<file path="src/hdl/tag_cmd_pkg.sv">
// Constants, field positions and carrier types for the tag command block.
// Assumes a 32-bit APB master and one 100 MHz clock shared with the block.
//
// Behaviour
// - Quiet set, sticky clear: answer, then go quiet; both clear: keep state.
// - Quiet clear, sticky set: answer, then go to sticky quiet.
// - Both quiet bits set: answer only while already in sticky quiet.
// - Extended census with option set carries truncated or full identifier.
// - Extended census with option clear carries no identifier at all.
// - Truncated length: 64-4-mask bits (16 slots) or 64-mask, whole bytes.
// - Extended answer order: flags byte, identifier bytes, block data, CRC16.
// - Census also accepted addressed or selected, inventory flag clear.
// - Addressed or selected census behaves like a block read.
// - Addressed or selected census answers in the first slot only.
// - Code a1 is the quick census read, handled like census read.
// - Quick census answers at double return rate, 53 or 13 kbit.
// - Forward rate and turnaround stay standard for the quick census.
// - Quick census answers with single subcarrier only.
// - Code a2 arms article surveillance unless frozen.
// - Code a3 disarms article surveillance unless frozen.
// - Code a4 freezes surveillance state and identifier for good; the block freezes only the armed state, the identifier stays writable.
// - With protection on, alarm commands run only after password presented.
// - Alarm commands use write timing, any option, flags, error code, CRC.
// - Extended bit 2 clear gives truncated identifier, set gives full one.
// - Top bit of mask length selects extended mode and an options byte.
package tag_cmd_pkg;

  // Register byte offsets
  localparam logic [7:0] OFF_CMD     = 8'h00;
  localparam logic [7:0] OFF_CTRL    = 8'h04;
  localparam logic [7:0] OFF_STATE   = 8'h08;
  localparam logic [7:0] OFF_UID_LO  = 8'h0c;
  localparam logic [7:0] OFF_UID_HI  = 8'h10;
  localparam logic [7:0] OFF_RESP    = 8'h14;
  localparam logic [7:0] OFF_RID_LO  = 8'h18;
  localparam logic [7:0] OFF_RID_HI  = 8'h1c;

  // Command codes
  localparam logic [7:0] CMD_CENSUS  = 8'ha0;
  localparam logic [7:0] CMD_QUICK   = 8'ha1;
  localparam logic [7:0] CMD_ARM     = 8'ha2;
  localparam logic [7:0] CMD_DISARM  = 8'ha3;
  localparam logic [7:0] CMD_FREEZE  = 8'ha4;

  // Request flag positions
  localparam int FLG_SUBCAR  = 0;
  localparam int FLG_INVENT  = 2;
  localparam int FLG_SELECT  = 4;
  localparam int FLG_ONESLOT = 5;
  localparam int FLG_OPTION  = 6;

  // Extended option positions (bit n of the table is index n-1)
  localparam int EXT_ALARM_ONLY = 0;
  localparam int EXT_FULL_ID    = 1;
  localparam int EXT_QUIET      = 5;
  localparam int EXT_STICKY     = 6;
  localparam int MASK_EXT_BIT   = 7;

  // Identifier sizing
  localparam logic [7:0] ID_BITS      = 8'd64;
  localparam logic [7:0] SLOT_BITS    = 8'd4;
  localparam logic [3:0] ID_BYTES_MAX = 4'd8;

  // Error codes, arbitrary values
  localparam logic [7:0] ERR_LOCKED = 8'h12;
  localparam logic [7:0] ERR_NOAUTH = 8'h0f;

  // Reset values
  localparam logic [63:0] UID_RST  = 64'h0;
  localparam logic [1:0]  CTRL_RST = 2'h0;

  typedef enum logic [1:0] {
    ST_READY,
    ST_SELECTED,
    ST_QUIET,
    ST_STICKY
  } tag_state_t;

  typedef struct packed {
    logic [7:0] ext_opt;
    logic [7:0] mask_len;
    logic [7:0] flags;
    logic [7:0] code;
  } req_t;

  typedef struct packed {
    logic        first_slot;
    logic        block_read;
    logic        fast_rate;
    logic        single_sub;
    logic        write_timing;
    logic        silent;
    logic        err;
    logic [7:0]  err_code;
    logic [3:0]  id_bytes;
    logic [63:0] id_data;
  } resp_t;

endpackage : tag_cmd_pkg

</file>
<file path="src/hdl/tag_census_alarm.sv">
// Census read and surveillance command interpreter with APB registers.
// Assumes the frame decoder hands each checked request over APB and the
// transmitter reads the answer descriptor back; CRC and bit timing are theirs.
//
// The register addresses and the APB register port were chosen for this implementation.
`timescale 1ns/1ps
`default_nettype none
module tag_census_alarm (
  input  wire logic                 core_clk_i,
  input  wire logic                 rst_i,
  input  wire logic                 psel_i,
  input  wire logic                 penable_i,
  input  wire logic                 pwrite_i,
  input  wire logic [7:0]           paddr_i,
  input  wire logic [31:0]          pwdata_i,
  output logic      [31:0]          prdata_o,
  output logic                      pready_o,
  output logic                      pslverr_o,
  output tag_cmd_pkg::resp_t        resp_o,
  output logic                      resp_pulse_o,
  output logic                      armed_o,
  output logic                      frozen_o
);

  tag_cmd_pkg::req_t       req;
  tag_cmd_pkg::resp_t      resp_d;
  tag_cmd_pkg::resp_t      resp_q;
  tag_cmd_pkg::tag_state_t state_q;
  tag_cmd_pkg::tag_state_t state_d;
  logic [63:0]             uid_q;
  logic [1:0]              ctrl_q;
  logic                    armed_q;
  logic                    frozen_q;
  logic                    pulse_q;
  logic                    wr_en;
  logic                    rd_mapped;
  logic                    cmd_go;
  logic                    is_census;
  logic                    is_alarm;
  logic                    ext_mode;
  logic                    inv_mode;
  logic                    slots16;
  logic                    quiet_b;
  logic                    sticky_b;
  logic                    answer;
  logic                    auth_ok;
  logic [6:0]              mask_bits;
  logic [7:0]              sub_bits;
  logic [7:0]              left_bits;
  logic [3:0]              trunc_bytes;
  logic [3:0]              id_bytes;
  logic [6:0]              id_shift;

  // Zero wait states keep the transmitter's turnaround budget untouched
  assign pready_o = 1'b1;
  assign wr_en    = psel_i && penable_i && pwrite_i;
  assign cmd_go   = wr_en && (paddr_i == tag_cmd_pkg::OFF_CMD);
  assign req      = tag_cmd_pkg::req_t'(pwdata_i);

  always_comb begin
    case (paddr_i)
      tag_cmd_pkg::OFF_CMD,
      tag_cmd_pkg::OFF_CTRL,
      tag_cmd_pkg::OFF_STATE,
      tag_cmd_pkg::OFF_UID_LO,
      tag_cmd_pkg::OFF_UID_HI,
      tag_cmd_pkg::OFF_RESP,
      tag_cmd_pkg::OFF_RID_LO,
      tag_cmd_pkg::OFF_RID_HI: rd_mapped = 1'b1;
      default:                 rd_mapped = 1'b0;
    endcase
  end

  assign pslverr_o = psel_i && penable_i && !rd_mapped;

  always_comb begin
    prdata_o = 32'h0;
    case (paddr_i)
      tag_cmd_pkg::OFF_CTRL:   prdata_o = {30'h0, ctrl_q};
      tag_cmd_pkg::OFF_STATE:  prdata_o = {28'h0, frozen_q, armed_q, state_q};
      tag_cmd_pkg::OFF_UID_LO: prdata_o = uid_q[31:0];
      tag_cmd_pkg::OFF_UID_HI: prdata_o = uid_q[63:32];
      tag_cmd_pkg::OFF_RESP:   prdata_o = {9'h0, resp_q[82:60]};
      tag_cmd_pkg::OFF_RID_LO: prdata_o = resp_q.id_data[31:0];
      tag_cmd_pkg::OFF_RID_HI: prdata_o = resp_q.id_data[63:32];
      default:                 prdata_o = 32'h0;
    endcase
  end

  // Request decode
  assign is_census = (req.code == tag_cmd_pkg::CMD_CENSUS) ||
                     (req.code == tag_cmd_pkg::CMD_QUICK);
  assign is_alarm  = (req.code == tag_cmd_pkg::CMD_ARM) ||
                     (req.code == tag_cmd_pkg::CMD_DISARM) ||
                     (req.code == tag_cmd_pkg::CMD_FREEZE);
  assign ext_mode  = req.mask_len[tag_cmd_pkg::MASK_EXT_BIT];
  assign inv_mode  = req.flags[tag_cmd_pkg::FLG_INVENT];
  assign mask_bits = req.mask_len[6:0];
  // Outside inventory there is no slot count, so one slot is assumed
  assign slots16   = inv_mode && !req.flags[tag_cmd_pkg::FLG_ONESLOT];
  assign quiet_b   = ext_mode && req.ext_opt[tag_cmd_pkg::EXT_QUIET];
  assign sticky_b  = ext_mode && req.ext_opt[tag_cmd_pkg::EXT_STICKY];
  // Protection enable is ctrl bit 0, password presented is ctrl bit 1
  assign auth_ok   = !ctrl_q[0] || ctrl_q[1];

  // Identifier length
  assign sub_bits = slots16 ? (tag_cmd_pkg::ID_BITS - tag_cmd_pkg::SLOT_BITS)
                            : tag_cmd_pkg::ID_BITS;
  assign left_bits = ({1'b0, mask_bits} >= sub_bits) ? 8'h0
                     : (sub_bits - {1'b0, mask_bits});
  assign trunc_bytes = 4'((left_bits + 8'h07) >> 3);

  always_comb begin
    id_bytes = 4'h0;
    if (!req.flags[tag_cmd_pkg::FLG_OPTION]) begin
      id_bytes = 4'h0;
    end else if (ext_mode && req.ext_opt[tag_cmd_pkg::EXT_FULL_ID]) begin
      id_bytes = tag_cmd_pkg::ID_BYTES_MAX;
    end else begin
      id_bytes = trunc_bytes;
    end
  end

  // The high bytes not covered by the mask go out whole, not zero padded
  assign id_shift = 7'({3'h0, tag_cmd_pkg::ID_BYTES_MAX - id_bytes} << 3);

  // Who answers a census read
  always_comb begin
    answer = 1'b1;
    if (inv_mode) begin
      if (quiet_b && sticky_b) begin
        answer = (state_q == tag_cmd_pkg::ST_STICKY);
      end else begin
        answer = (state_q == tag_cmd_pkg::ST_READY) ||
                 (state_q == tag_cmd_pkg::ST_SELECTED);
      end
    end else if (req.flags[tag_cmd_pkg::FLG_SELECT]) begin
      answer = (state_q == tag_cmd_pkg::ST_SELECTED);
    end
    if (quiet_b && sticky_b && !inv_mode) begin
      answer = (state_q == tag_cmd_pkg::ST_STICKY);
    end
    if (ext_mode && req.ext_opt[tag_cmd_pkg::EXT_ALARM_ONLY] && !armed_q) begin
      answer = 1'b0;
    end
  end

  // Answer descriptor; flags, block data and CRC are appended downstream
  always_comb begin
    resp_d          = '0;
    resp_d.silent   = 1'b1;
    if (is_census) begin
      resp_d.silent     = !answer;
      resp_d.id_bytes   = id_bytes;
      resp_d.id_data    = uid_q >> id_shift;
      resp_d.first_slot = !inv_mode;
      resp_d.block_read = !inv_mode;
      if (req.code == tag_cmd_pkg::CMD_QUICK) begin
        resp_d.fast_rate  = 1'b1;
        resp_d.single_sub = 1'b1;
      end else begin
        resp_d.single_sub = !req.flags[tag_cmd_pkg::FLG_SUBCAR];
      end
    end else if (is_alarm) begin
      resp_d.silent       = 1'b0;
      resp_d.write_timing = 1'b1;
      resp_d.single_sub   = !req.flags[tag_cmd_pkg::FLG_SUBCAR];
      if (!auth_ok) begin
        resp_d.err      = 1'b1;
        resp_d.err_code = tag_cmd_pkg::ERR_NOAUTH;
      end else if (frozen_q && (req.code != tag_cmd_pkg::CMD_FREEZE)) begin
        resp_d.err      = 1'b1;
        resp_d.err_code = tag_cmd_pkg::ERR_LOCKED;
      end
    end
  end

  // Tag state: software may place it, census reads may quiet it
  always_comb begin
    state_d = state_q;
    if (wr_en && (paddr_i == tag_cmd_pkg::OFF_STATE)) begin
      state_d = tag_cmd_pkg::tag_state_t'(pwdata_i[1:0]);
    end else if (cmd_go && is_census && answer) begin
      if (quiet_b && !sticky_b) begin
        state_d = tag_cmd_pkg::ST_QUIET;
      end else if (!quiet_b && sticky_b) begin
        state_d = tag_cmd_pkg::ST_STICKY;
      end
    end
  end

  always_ff @(posedge core_clk_i) begin
    if (rst_i) begin
      state_q <= tag_cmd_pkg::ST_READY;
    end else begin
      state_q <= state_d;
    end
  end

  always_ff @(posedge core_clk_i) begin
    if (rst_i) begin
      uid_q  <= tag_cmd_pkg::UID_RST;
      ctrl_q <= tag_cmd_pkg::CTRL_RST;
    end else if (wr_en) begin
      case (paddr_i)
        tag_cmd_pkg::OFF_UID_LO: uid_q[31:0]  <= pwdata_i;
        tag_cmd_pkg::OFF_UID_HI: uid_q[63:32] <= pwdata_i;
        tag_cmd_pkg::OFF_CTRL:   ctrl_q       <= pwdata_i[1:0];
        default: ;
      endcase
    end
  end

  // Surveillance mode; freezing is one way until reset
  always_ff @(posedge core_clk_i) begin
    if (rst_i) begin
      armed_q  <= 1'b0;
      frozen_q <= 1'b0;
    end else if (cmd_go && auth_ok) begin
      case (req.code)
        tag_cmd_pkg::CMD_ARM:    armed_q  <= frozen_q ? armed_q : 1'b1;
        tag_cmd_pkg::CMD_DISARM: armed_q  <= frozen_q ? armed_q : 1'b0;
        tag_cmd_pkg::CMD_FREEZE: frozen_q <= 1'b1;
        default: ;
      endcase
    end
  end

  always_ff @(posedge core_clk_i) begin
    if (rst_i) begin
      resp_q  <= '0;
      pulse_q <= 1'b0;
    end else begin
      pulse_q <= cmd_go;
      if (cmd_go) begin
        resp_q <= resp_d;
      end
    end
  end

  assign resp_o       = resp_q;
  assign resp_pulse_o = pulse_q;
  assign armed_o      = armed_q;
  assign frozen_o     = frozen_q;
endmodule : tag_census_alarm
`default_nettype wire

</file>
<file path="config.mk">
export PLATFORM = sky130hd
export DESIGN_NAME = tag_census_alarm
export DESIGN_NICKNAME = d
export VERILOG_FILES = /design/src/hdl/tag_cmd_pkg.sv /design/src/hdl/tag_census_alarm.sv
export SDC_FILE = /design/constraint.sdc
export NUM_CORES = 1
export LEC_CHECK = 0
export BUFFER_PORTS_ARGS = -buffer_cell sky130_fd_sc_hd__buf_2
export CAP_MARGIN = 5
export CORE_MARGIN = 2
export CORE_UTILIZATION = 31
export DETAILED_ROUTE_END_ITERATION = 8
export PLACE_DENSITY = 0.57
export SLEW_MARGIN = 20
export SYNTH_ARGS = -nofsm -noshare
export SYNTH_HDL_FRONTEND = slang
export SYNTH_SLANG_ARGS = --single-unit
</file>
<file path="constraint.sdc">
create_clock -name core_clk_i -period 4.9 [get_ports core_clk_i]
set_input_delay 0.98 -clock core_clk_i [delete_from_list [all_inputs] [get_ports core_clk_i]]
set_output_delay 0.98 -clock core_clk_i [all_outputs]
set_load 0.03 [all_outputs]
</file>
Word-level counts from Yosys, hierarchy flattened
Memories as Yosys holds them, arrays and structs flattened.
Index checks and enable logic that the tools add are counted.
- bits in latches: 0
- memory bits (writable): 0
- flip-flop bits (word level): 154
- memories: 1
- logic and storage cells: 114
- output and inout port bits: 120
- input port bits: 45
- memory bits (read-only): 32
- reduce and logical (&&, ||, !) cells: 45
- $mul: 0
- div/mod/pow operators: 0
- shift-type cells: 1
- bitwise gates (word level): 0
- $add $sub $neg: 3
- multiplexer cells: 29
- order comparisons: 1
- equality and inequality tests: 17
- memories (memory ; words ; bits a word ; read ports ; clocked after memory_dff ; write ports ; RTL line ; RTL):
    (no name shown) ; 32 ; 1 ; 1 ; 0 ; 0 ; tag_census_alarm.sv:61 ; case (paddr_i)
- operators with widths (operator ; count):
    32-bit one-hot mux with 7 select lines ; 1
    68-bit 2-to-1 mux ; 1
    64-bit by 7-bit right shift with 64-bit output ; 1
    8-bit equality test (second input constant) ; 5
    8-bit by 5-bit equality test with 1-bit output (second input constant) ; 4
    9-bit 2-to-1 mux ; 3
    1-bit logical AND ; 19
    8-bit by 4-bit equality test with 1-bit output (second input constant) ; 2
    7-bit 2-to-1 mux ; 2
    1-bit 2-to-1 mux ; 13
    12-bit 2-to-1 mux ; 1
    2-bit AND reduction ; 5
    1-bit logical NOT ; 9
    8-bit by 3-bit equality test with 1-bit output (second input constant) ; 1
    8-bit logical NOT ; 1
    2-bit 2-to-1 mux ; 4
    4-bit 2-to-1 mux ; 2
    8-bit inequality test (second input constant) ; 1
    7-bit by 3-bit adder with 7-bit output (second input constant) ; 1
    7-bit >= comparator ; 1
    7-bit subtractor ; 1
    1-bit logical OR ; 5
    2-bit inequality test (second input constant) ; 2
    4-bit AND reduction ; 1
    9 further kinds ; 10

Logic depth before layout (Yosys ltp)
Gate-level depths: netlist (run 1).
- word-level depth: 11
- depth in mapped cells: 16
- gate-level depth less buffers: 12

Worst setup path after synthesis (run 1)
OpenSTA, ideal clock, no wires.
- path kind: in2reg
- from: input pwdata_i[10]
- to: register resp_q, in the netlist resp_o[0]
- data required time: 4.831 ns
- data arrival time: 3.854 ns
- slack: 0.978 ns
- library setup time: 0.069 ns
- stages on the path: 15
- buffers on the path: 4
- cells stage by stage: buf_4 nand2b_1 buf_6 inv_4 ha_1 nor2b_1 o21a_1 a2111o_2 and4_1 o211a_1 buf_2 xnor2_2 buf_6 mux2_2 o21ai_1
- cells in the longest elaborated chain, start to end: 10
- elaborated cells between the ends (all ways): 11
- classes of those cells: add/sub: 3; order compare: 1; shift: 1; mux: 5; reduce/logical: 1
- RTL lines (item ; RTL line ; RTL):
    start, declared ; tag_census_alarm.sv:15 ; input wire logic [31:0] pwdata_i,
    1-bit logical AND (*) ; tag_census_alarm.sv:100 ; assign slots16 = inv_mode && !req.flags[tag_cmd_pkg::FLG_ONESLOT];
    7-bit 2-to-1 mux (*) ; tag_census_alarm.sv:107 ; assign sub_bits = slots16 ? (tag_cmd_pkg::ID_BITS - tag_cmd_pkg::SLOT_BITS)
    7-bit subtractor or 7-bit >= comparator (tied branches) ; tag_census_alarm.sv:110, tag_census_alarm.sv:109 ;
    7-bit 2-to-1 mux (*) ; tag_census_alarm.sv:109 ; assign left_bits = ({1'b0, mask_bits} >= sub_bits) ? 8'h0
    7-bit by 3-bit adder with 7-bit output (*) ; tag_census_alarm.sv:111 ; assign trunc_bytes = 4'((left_bits + 8'h07) >> 3);
    4-bit 2-to-1 mux (*) ; tag_census_alarm.sv:117 ; end else if (ext_mode && req.ext_opt[tag_cmd_pkg::EXT_FULL_ID]) begin
    4-bit 2-to-1 mux (*) ; tag_census_alarm.sv:115 ; if (!req.flags[tag_cmd_pkg::FLG_OPTION]) begin
    4-bit subtractor (*) ; tag_census_alarm.sv:125 ; assign id_shift = 7'({3'h0, tag_cmd_pkg::ID_BYTES_MAX - id_bytes} << 3);
    64-bit by 7-bit right shift with 64-bit output (*) ; tag_census_alarm.sv:155 ; resp_d.id_data = uid_q >> id_shift;
    68-bit 2-to-1 mux (*) ; tag_census_alarm.sv:152 ; if (is_census) begin
    end signal, assigned ; tag_census_alarm.sv:236 ; resp_q <= resp_d;
    end, declared ; tag_census_alarm.sv:27 ; tag_cmd_pkg::resp_t resp_q;
Mark *: on every way between the ends. The rest lies on a longest branch, timed or not.
A chain may end at the register's enable or synchronous reset.

Final worst setup path (run 1)
- from: input pwdata_i[13]
- to: register resp_q, in the netlist resp_o[7]
- cells in the longest elaborated chain, start to end: 11
- elaborated cells between the ends (all ways): 12
- classes of those cells: add/sub: 3; order compare: 1; shift: 1; mux: 5; reduce/logical: 2
- RTL lines (item ; RTL line):
    1-bit logical NOT (*) ; tag_census_alarm.sv:100
    1-bit logical AND (*) ; tag_census_alarm.sv:100
    7-bit 2-to-1 mux (*) ; tag_census_alarm.sv:107
    7-bit subtractor or 7-bit >= comparator (tied branches) ; tag_census_alarm.sv:110, tag_census_alarm.sv:109
    7-bit 2-to-1 mux (*) ; tag_census_alarm.sv:109
    7-bit by 3-bit adder with 7-bit output (*) ; tag_census_alarm.sv:111
    4-bit 2-to-1 mux (*) ; tag_census_alarm.sv:117
    4-bit 2-to-1 mux (*) ; tag_census_alarm.sv:115
    4-bit subtractor (*) ; tag_census_alarm.sv:125
    64-bit by 7-bit right shift with 64-bit output (*) ; tag_census_alarm.sv:155
    68-bit 2-to-1 mux (*) ; tag_census_alarm.sv:152
Marked as above.

==> impl_metrics.tcl, run 1 <==
set metrics [dict create \
    final.setup.tns_ns 0 \
    rsz0062_at_grt "false" \
    grt_max_degree 65 \
    hold_buffers 0 \
    vias 9317 \
    die_y_um 171 \
    hold_start "resp_o[4]" \
    cts-root-buf "clkbuf_16" \
    postCtsSetupBuffers 0 \
    syn_area_per_cell_um2 7.82 \
    r2r_slack_ns 3.11 \
    initial_core_util_pct 31.4 \
    fin_worst_skew_ns 0.0162 \
    synth_area_leaders "dfxtp_1, nand2_1, a22oi_1, mux2_2, a21oi_1" \
    grt_first_pass_wirelength_mm 56.8 \
    antenna_cells 0 \
    maxCapViolations 0 \
    yosysSeqAreaShare_pct 33.9 \
    synth_edf_count 0 \
    final-hold-violation-count 0 \
    worst_setup_hold_path_clk_slew_ns 0.07 \
    crit_type "in2reg" \
    power_density_nw_per_um2 277 \
    cts_resized 0 \
    pre_cts_ws_ns 0.240 \
    cts_sinks 147 \
    worstMarginPinSlew_ns 1.00 \
    fin_area_um2 10400 \
    relSlewSlack_pct 32.7 \
    place_area_um2 9800 \
    fill_cells 2975 \
    grt_overflow_total 0 \
    syn_inst 1108 \
    synth_async_sr_flop_share_pct 0 \
    grtUsageTotal_pct 26.2 \
    setup_viol 0 \
    area_growth_syn_to_layout_pct 19.8 \
    drt_wl_total_mm 38.4 \
    portBuffers 160 \
    cts_tree "built" \
    utilization_pct 37.6 \
    drtPass1Iterations 6 \
    htree_levels 4 \
    worstPathMaxFanout 16 \
    period_needed_ns 4.27 \
    post_drt_via_cell_ratio 5.75 \
    rows 61 \
    ys.flop_type "dfxtp_1" \
    globalplace.congestion 1.00 \
    avgRoutedWirePerCell_um 23.7 \
    rr_worst_depth 5 \
    synth_common_cells "nand2_1, dfxtp_1, a21oi_1" \
    grt_pass1_vias 8530 \
    r2r_end "resp_o[0]" \
    cp-end-kind "flip-flop" \
    die_area_um2 29300 \
    yosysMostFrequentCell "nand2_1" \
    yosysWarnings 0 \
    floorplan.io_pins 165 \
    netlist_area_um2 8670 \
    layout-drive-gt1-share_pct 26.2 \
    ys_ff_latch 147 \
    setup_slack_ns 0.630 \
    p_leak_uw 0.00388 \
    start_kind "input pin" \
    cp.arrival_ns 4.63 \
    antenna_found_initial 0 \
    synth.largest_area_cell "dfxtp_1" \
    synth_top_area_share_pct 33.9 \
    dpl.hpwl_mm 28.7 \
    cts_buffer_depth 2 \
    nNetsFinal 1277 \
    die_width_um 171 \
    slew_violations 0 \
    reg2reg_from "uid_q[48]" \
    clock.fmax_mhz 234 \
    required_ns 5.26 \
    clk_latency_ns 0.44 \
    synth.distinct_cells 76 \
    post-route-period-util_pct 87.2 \
    holdPathStages 2 \
    holdPathEnd "resp_o[4]" \
    min_path_type "reg2reg" \
    numCtsBuffers 17 \
    status "complete, no violations" \
    ir_worst_vdd_mv 0.228 \
    ant_nets 0 \
    drtIter0Drc 1120 \
    drc 0 \
    core_area_um2 27600 \
]
[per-layer routing]
layer  part of all wire [%]  global-route usage (%)
met3                    8.6                    4.10
met2                     43                    39.4
met5                      0                       0
met4                    2.8                    8.77
met1                     45                    38.0
[logic make-up (layout without fill, tap and decap cells)]
family	Yosys count	after routing	synth area share, %
simple gates	433	433	23.1
compound gates	352	352	27.4
flops	147	147	33.9
buf+inv	103	235	5.92
mux	57	57	7.26
xor+xnor	11	11	1.80
fa+ha+maj	3	3	0.433
other cells	2	4	0.0866
[placed cells by master, fill, tap and decap left out, drive strengths merged, types with 3 or more instances in the layout]
master,instances
or3,7
buf,196
o21bai,6
xnor2,9
mux2i,13
a221oi,3
a311oi,3
clkinv,3
nor4b,3
nor2b,7
dfxtp,147
a222oi,6
nor2,41
o221ai,16
nor3,16
mux2,44
ha,3
a211oi,17
and2,10
o221a,8
nand3b,3
a21oi,92
o211ai,9
o211a,4
a22oi,73
nand2,257
nand2b,15
clkbuf,17
conb,4
a32o,6
nand4,17
o21ai,92
nand3,48
inv,17
[how the worst max path moves through the flow]
stage                 start         end  slack [ns]  cells after the start
2_1_floorplan  pwdata_i[10]   resp_o[0]        0.98                     15
3_3_place_gp   pwdata_i[13]   resp_o[9]        0.30                     12
3_5_place_dp   pwdata_i[13]  resp_o[46]        0.24                     13
4_1_cts        pwdata_i[13]   resp_o[7]        0.68                     12
5_1_grt        pwdata_i[13]   resp_o[2]        0.40                     12
6_report       pwdata_i[13]   resp_o[7]        0.63                     12
[metrics by stage]
step,power [uW],std cells,hold WS (ns)
final,2880,1620,0.463
after global routing,2960,1620,0.483
after CTS,2890,1620,0.464
after detailed placement,1560,1588,0.454
after global placement,1560,1588,0.449
after floorplan,1460,1110,0.444
[critical path, cell delays in order]
cell and delay [ns]:
buf_2 0.14, nand2b_1 0.37, inv_4 0.12, ha_1 0.34, nor2b_1 0.16, o21a_1 0.19
a2111o_2 0.49, and4_1 0.20, o211a_1 0.26, xnor2_2 0.85, mux2_2 0.42, o21ai_1 0.11
[power by group]
group	switching, uW	internal, uW	total, uW
clock	613	725	1340
combinational	236	114	350
sequential	0.493	1190	1190
[registers in the layout, indices dropped and copies added, names as in the netlist]
register      count
armed_o           1
ctrl_q            2
frozen_o          1
resp_o           76
resp_pulse_o      1
state_q           2
uid_q            64
[area by class of cell]
| class | count | area (um2) | share of cell area (%) |
|---|---|---|---|
| clock buffer | 17 | 425 | 4.10 |
| clock inverter | 15 | 160 | 1.54 |
| inverter | 7 | 28.8 | 0.277 |
| multi-input combinational | 860 | 5250 | 50.5 |
| sequential | 147 | 2940 | 28.3 |
| tap | 378 | 473 | 4.55 |
| timing repair buffer | 196 | 1110 | 10.7 |
Power figures use the tool's default switching activity.
==> inputs of run 2 (changes only) <==
--- a/config.mk
+++ b/config.mk
@@ -5,12 +5,13 @@
 export SDC_FILE = /design/constraint.sdc
 export NUM_CORES = 1
 export LEC_CHECK = 0
+export ABC_AREA = 1
 export BUFFER_PORTS_ARGS = -buffer_cell sky130_fd_sc_hd__buf_2
 export CAP_MARGIN = 5
 export CORE_MARGIN = 2
 export CORE_UTILIZATION = 31
 export DETAILED_ROUTE_END_ITERATION = 8
-export PLACE_DENSITY = 0.57
+export PLACE_DENSITY = 0.56
 export SLEW_MARGIN = 20
 export SYNTH_ARGS = -nofsm -noshare
 export SYNTH_HDL_FRONTEND = slang
==> constraint.sdc (replaced) <==
create_clock -name core_clk_i -period 5 [get_ports core_clk_i]
set_input_delay 1 -clock core_clk_i [delete_from_list [all_inputs] [get_ports core_clk_i]]
set_output_delay 1 -clock core_clk_i [all_outputs]
set_load 0.03 [all_outputs]
==> run 2 against run 1 <==
  * Non-clock buffer count shrank 13
  * Count of clock-buffer cells in the layout grew 3
  * Worst setup slack lost 0.040 ns
  * First-iteration DRC count grew 23%
  * Core utilization shrank 0.94 points
  * Sequential power is essentially flat
  * Synthesized area grew 9.4%
  * Clock skew is essentially flat
  * Routed wire length grew 19%
  * Hold slack gained 0.019 ns
  * Total power grew 5.0%
  * Cell count grew 30%
  * Critical path type is now in2out
==> impl_metrics.tcl, run 2 <==
set metrics [dict create \
    status "complete, no violations" \
    avgRoutedWirePerCell_um 21.8 \
    rr_worst_depth 5 \
    synth_edf_count 0 \
    drtIter0Drc 1380 \
    period_needed_ns 4.41 \
    hold_start "resp_o[22]" \
    cts_resized 0 \
    synth_top_area_share_pct 31.0 \
    reg2reg_from "uid_q[59]" \
    worstPathCellList "buf_2 > nor2_1 > inv_1 > nor2_1 > inv_1 > nor2_1 > nand2_1 > inv_1 > a221oi_1 > o21ai_0 > buf_2" \
    synthAdderAreaFrac_pct 0.396 \
    power_uw 3030 \
    post-route-period-util_pct 88.2 \
    post_drt_via_cell_ratio 5.40 \
    grt_max_degree 89 \
    required_ns 4.00 \
    yosysMostFrequentCell "nand2_1" \
    setup_viol 0 \
    ys.flop_type "dfxtp_1" \
    dp_cells 2068 \
    synth_common_cells "nand2_1, nand3_1, nor2_1" \
    fin_area_um2 11100 \
    ys_ff_latch 147 \
    cts_tree "built" \
    fin_hold_ws_ns 0.482 \
    place_area_um2 10500 \
    portBuffers 160 \
    clock.fmax_mhz 227 \
    worst_setup_hold_path_clk_slew_ns 0.07 \
    grt_pass1_vias 10300 \
    grtUsageTotal_pct 28.6 \
    yosysWarnings 0 \
    worstMarginPinSlew_ns 0.923 \
    synth_simple_gate_area_share_pct 39.8 \
    initial_core_util_pct 31.3 \
    die_area_um2 32000 \
    critPathMaxStageDelay_ns 0.58 \
    drt_wl_total_mm 45.8 \
    floorplan.io_pins 165 \
    drtPass1Iterations 6 \
    final-hold-violation-count 0 \
    synth.largest_area_cell "dfxtp_1" \
    layout-drive-gt1-share_pct 14.3 \
    numCtsBuffers 17 \
    ir_worst_vdd_mv 0.236 \
    syn_inst 1595 \
    vias 11300 \
    dpl.hpwl_mm 34.5 \
    netlist_area_um2 9490 \
    start_kind "input pin" \
    rows 64 \
    die_y_um 179 \
    slew_violations 0 \
    layout_common_cells "nand2_1, nand3_1, inv_1" \
    clk_latency_ns 0.44 \
    core_area_um2 30300 \
    synth_async_sr_flop_share_pct 0 \
    cts_sinks 147 \
    min_path_type "reg2reg" \
    final_common_cell "nand2_1" \
    htree_levels 4 \
    instances_no_fill 2099 \
    postCtsSetupBuffers 0 \
    syn_area_per_cell_um2 5.95 \
    globalplace.congestion 0.987 \
    ant_nets 0 \
    power_density_nw_per_um2 272 \
    r2r_slack_ns 3.23 \
    synthXorXnorAreaFrac_pct 0 \
    final.setup.tns_ns 0 \
    rsz0062_at_grt "false" \
    holdPathStages 2 \
    crit_type "in2out" \
    grt_first_pass_wirelength_mm 67.1 \
    r2r_end "resp_o[51]" \
    worstPathMaxFanout 15 \
    fin_worst_skew_ns 0.0165 \
    synth_top_family_by_area "simple AND/OR/NAND/NOR gates" \
    grt_overflow_total 0 \
    relSlewSlack_pct 38.5 \
    p_leak_uw 0.00526 \
    crit_path_top_delay_cell "inv_1" \
    synth_compound_area_share_pct 16.8 \
    drc 0 \
    hold_buffers 0 \
    cp.arrival_ns 3.41 \
    antenna_found_initial 0 \
    holdPathEnd "resp_o[22]" \
    cp-end-kind "primary output" \
    die_width_um 179 \
    crit_buf_inv 5 \
    synth_area_leaders "dfxtp_1, nand2_1, nand3_1, nor2_1, inv_1" \
    nNetsFinal 1739 \
    cts-root-buf "clkbuf_16" \
    crit_family "buffers and inverters" \
    largest_reg_flops 76 \
    synth.distinct_cells 39 \
    maxCapViolations 0 \
    area_growth_syn_to_layout_pct 17.3 \
    antenna_cells 0 \
    synthMuxAreaShare_pct 0 \
    cts_buffer_depth 2 \
    yosysSeqAreaShare_pct 31.0 \
]
-- run 2: cell count changes after synthesis, moves of 12 or more --
cell	before	now
a211oi_1	17	33
a221oi_1	3	19
a22oi_1	73	10
clkbuf_1	57	69
inv_1	6	165
mux2_2	43	0
mux2i_1	13	0
nand2_1	255	481
nand2b_1	14	0
nand3_1	46	202
nor2_1	38	168
o21ai_0	40	72
o21ai_1	42	1
-- run 2: final cells by class --
| cell class | count | area (um2) |
|---|---|---|
| clock buffers | 20 | 447 |
| clock inverters | 11 | 129 |
| fillers | 3492 | 19200 |
| inverters | 172 | 646 |
| multi-input cells | 1170 | 5460 |
| flip-flops and latches | 147 | 2940 |
| well taps | 396 | 495 |
| repair buffers | 183 | 1000 |
-- run 2: per-stage QoR --
step | worst slack [ns] | utilization [%]
after floorplan | 1.30 | -
after global placement | 0.599 | 34.8
after detailed placement | 0.582 | 34.8
after CTS | 0.699 | 36.7
after global routing | 0.526 | 36.7
final | 0.590 | 36.7
-- run 2: metal layers --
metal	part of all wire [%]	GRT usage, %
met5	0	0
met4	3.9	10.9
met3	7.7	3.75
met2	42	41.8
met1	46	42.1
-- run 2: power by group --
group / internal, uW / total [uW] / leakage (uW) / switching, uW
registers: 1170 / 1170 / 0.00118 / 0.491
clock network: 749 / 1310 / 0.000265 / 564
logic: 140 / 542 / 0.00381 / 403
total: 2060 / 3030 / 0.00526 / 967
-- run 2: worst max-delay path by stage --
stage | from | end | depth (start not counted)
floorplan | paddr_i[5] | prdata_o[10] | 7
global placement | paddr_i[1] | prdata_o[20] | 11
detailed placement | pwdata_i[13] | resp_o[0] | 19
CTS | paddr_i[1] | prdata_o[20] | 11
global route | paddr_i[1] | prdata_o[20] | 11
finish | paddr_i[1] | prdata_o[20] | 11
-- run 2: worst min-delay path, delay by kind of cell (launching register included) --
kind | cells | cell delay (ns)
AOI/OAI and AO/OA | 1 | 0.05
DFF | 1 | 0.32
and+or+nand+nor | 1 | 0.06
-- run 2: kinds of logic (layout without fill, tap and decap cells) --
logic type | Yosys count | count (layout)
simple gates | 897 | 897
buf+inv | 280 | 386
compound gates | 266 | 266
flops | 147 | 147
fa+ha+maj | 3 | 3
other cells | 2 | 4
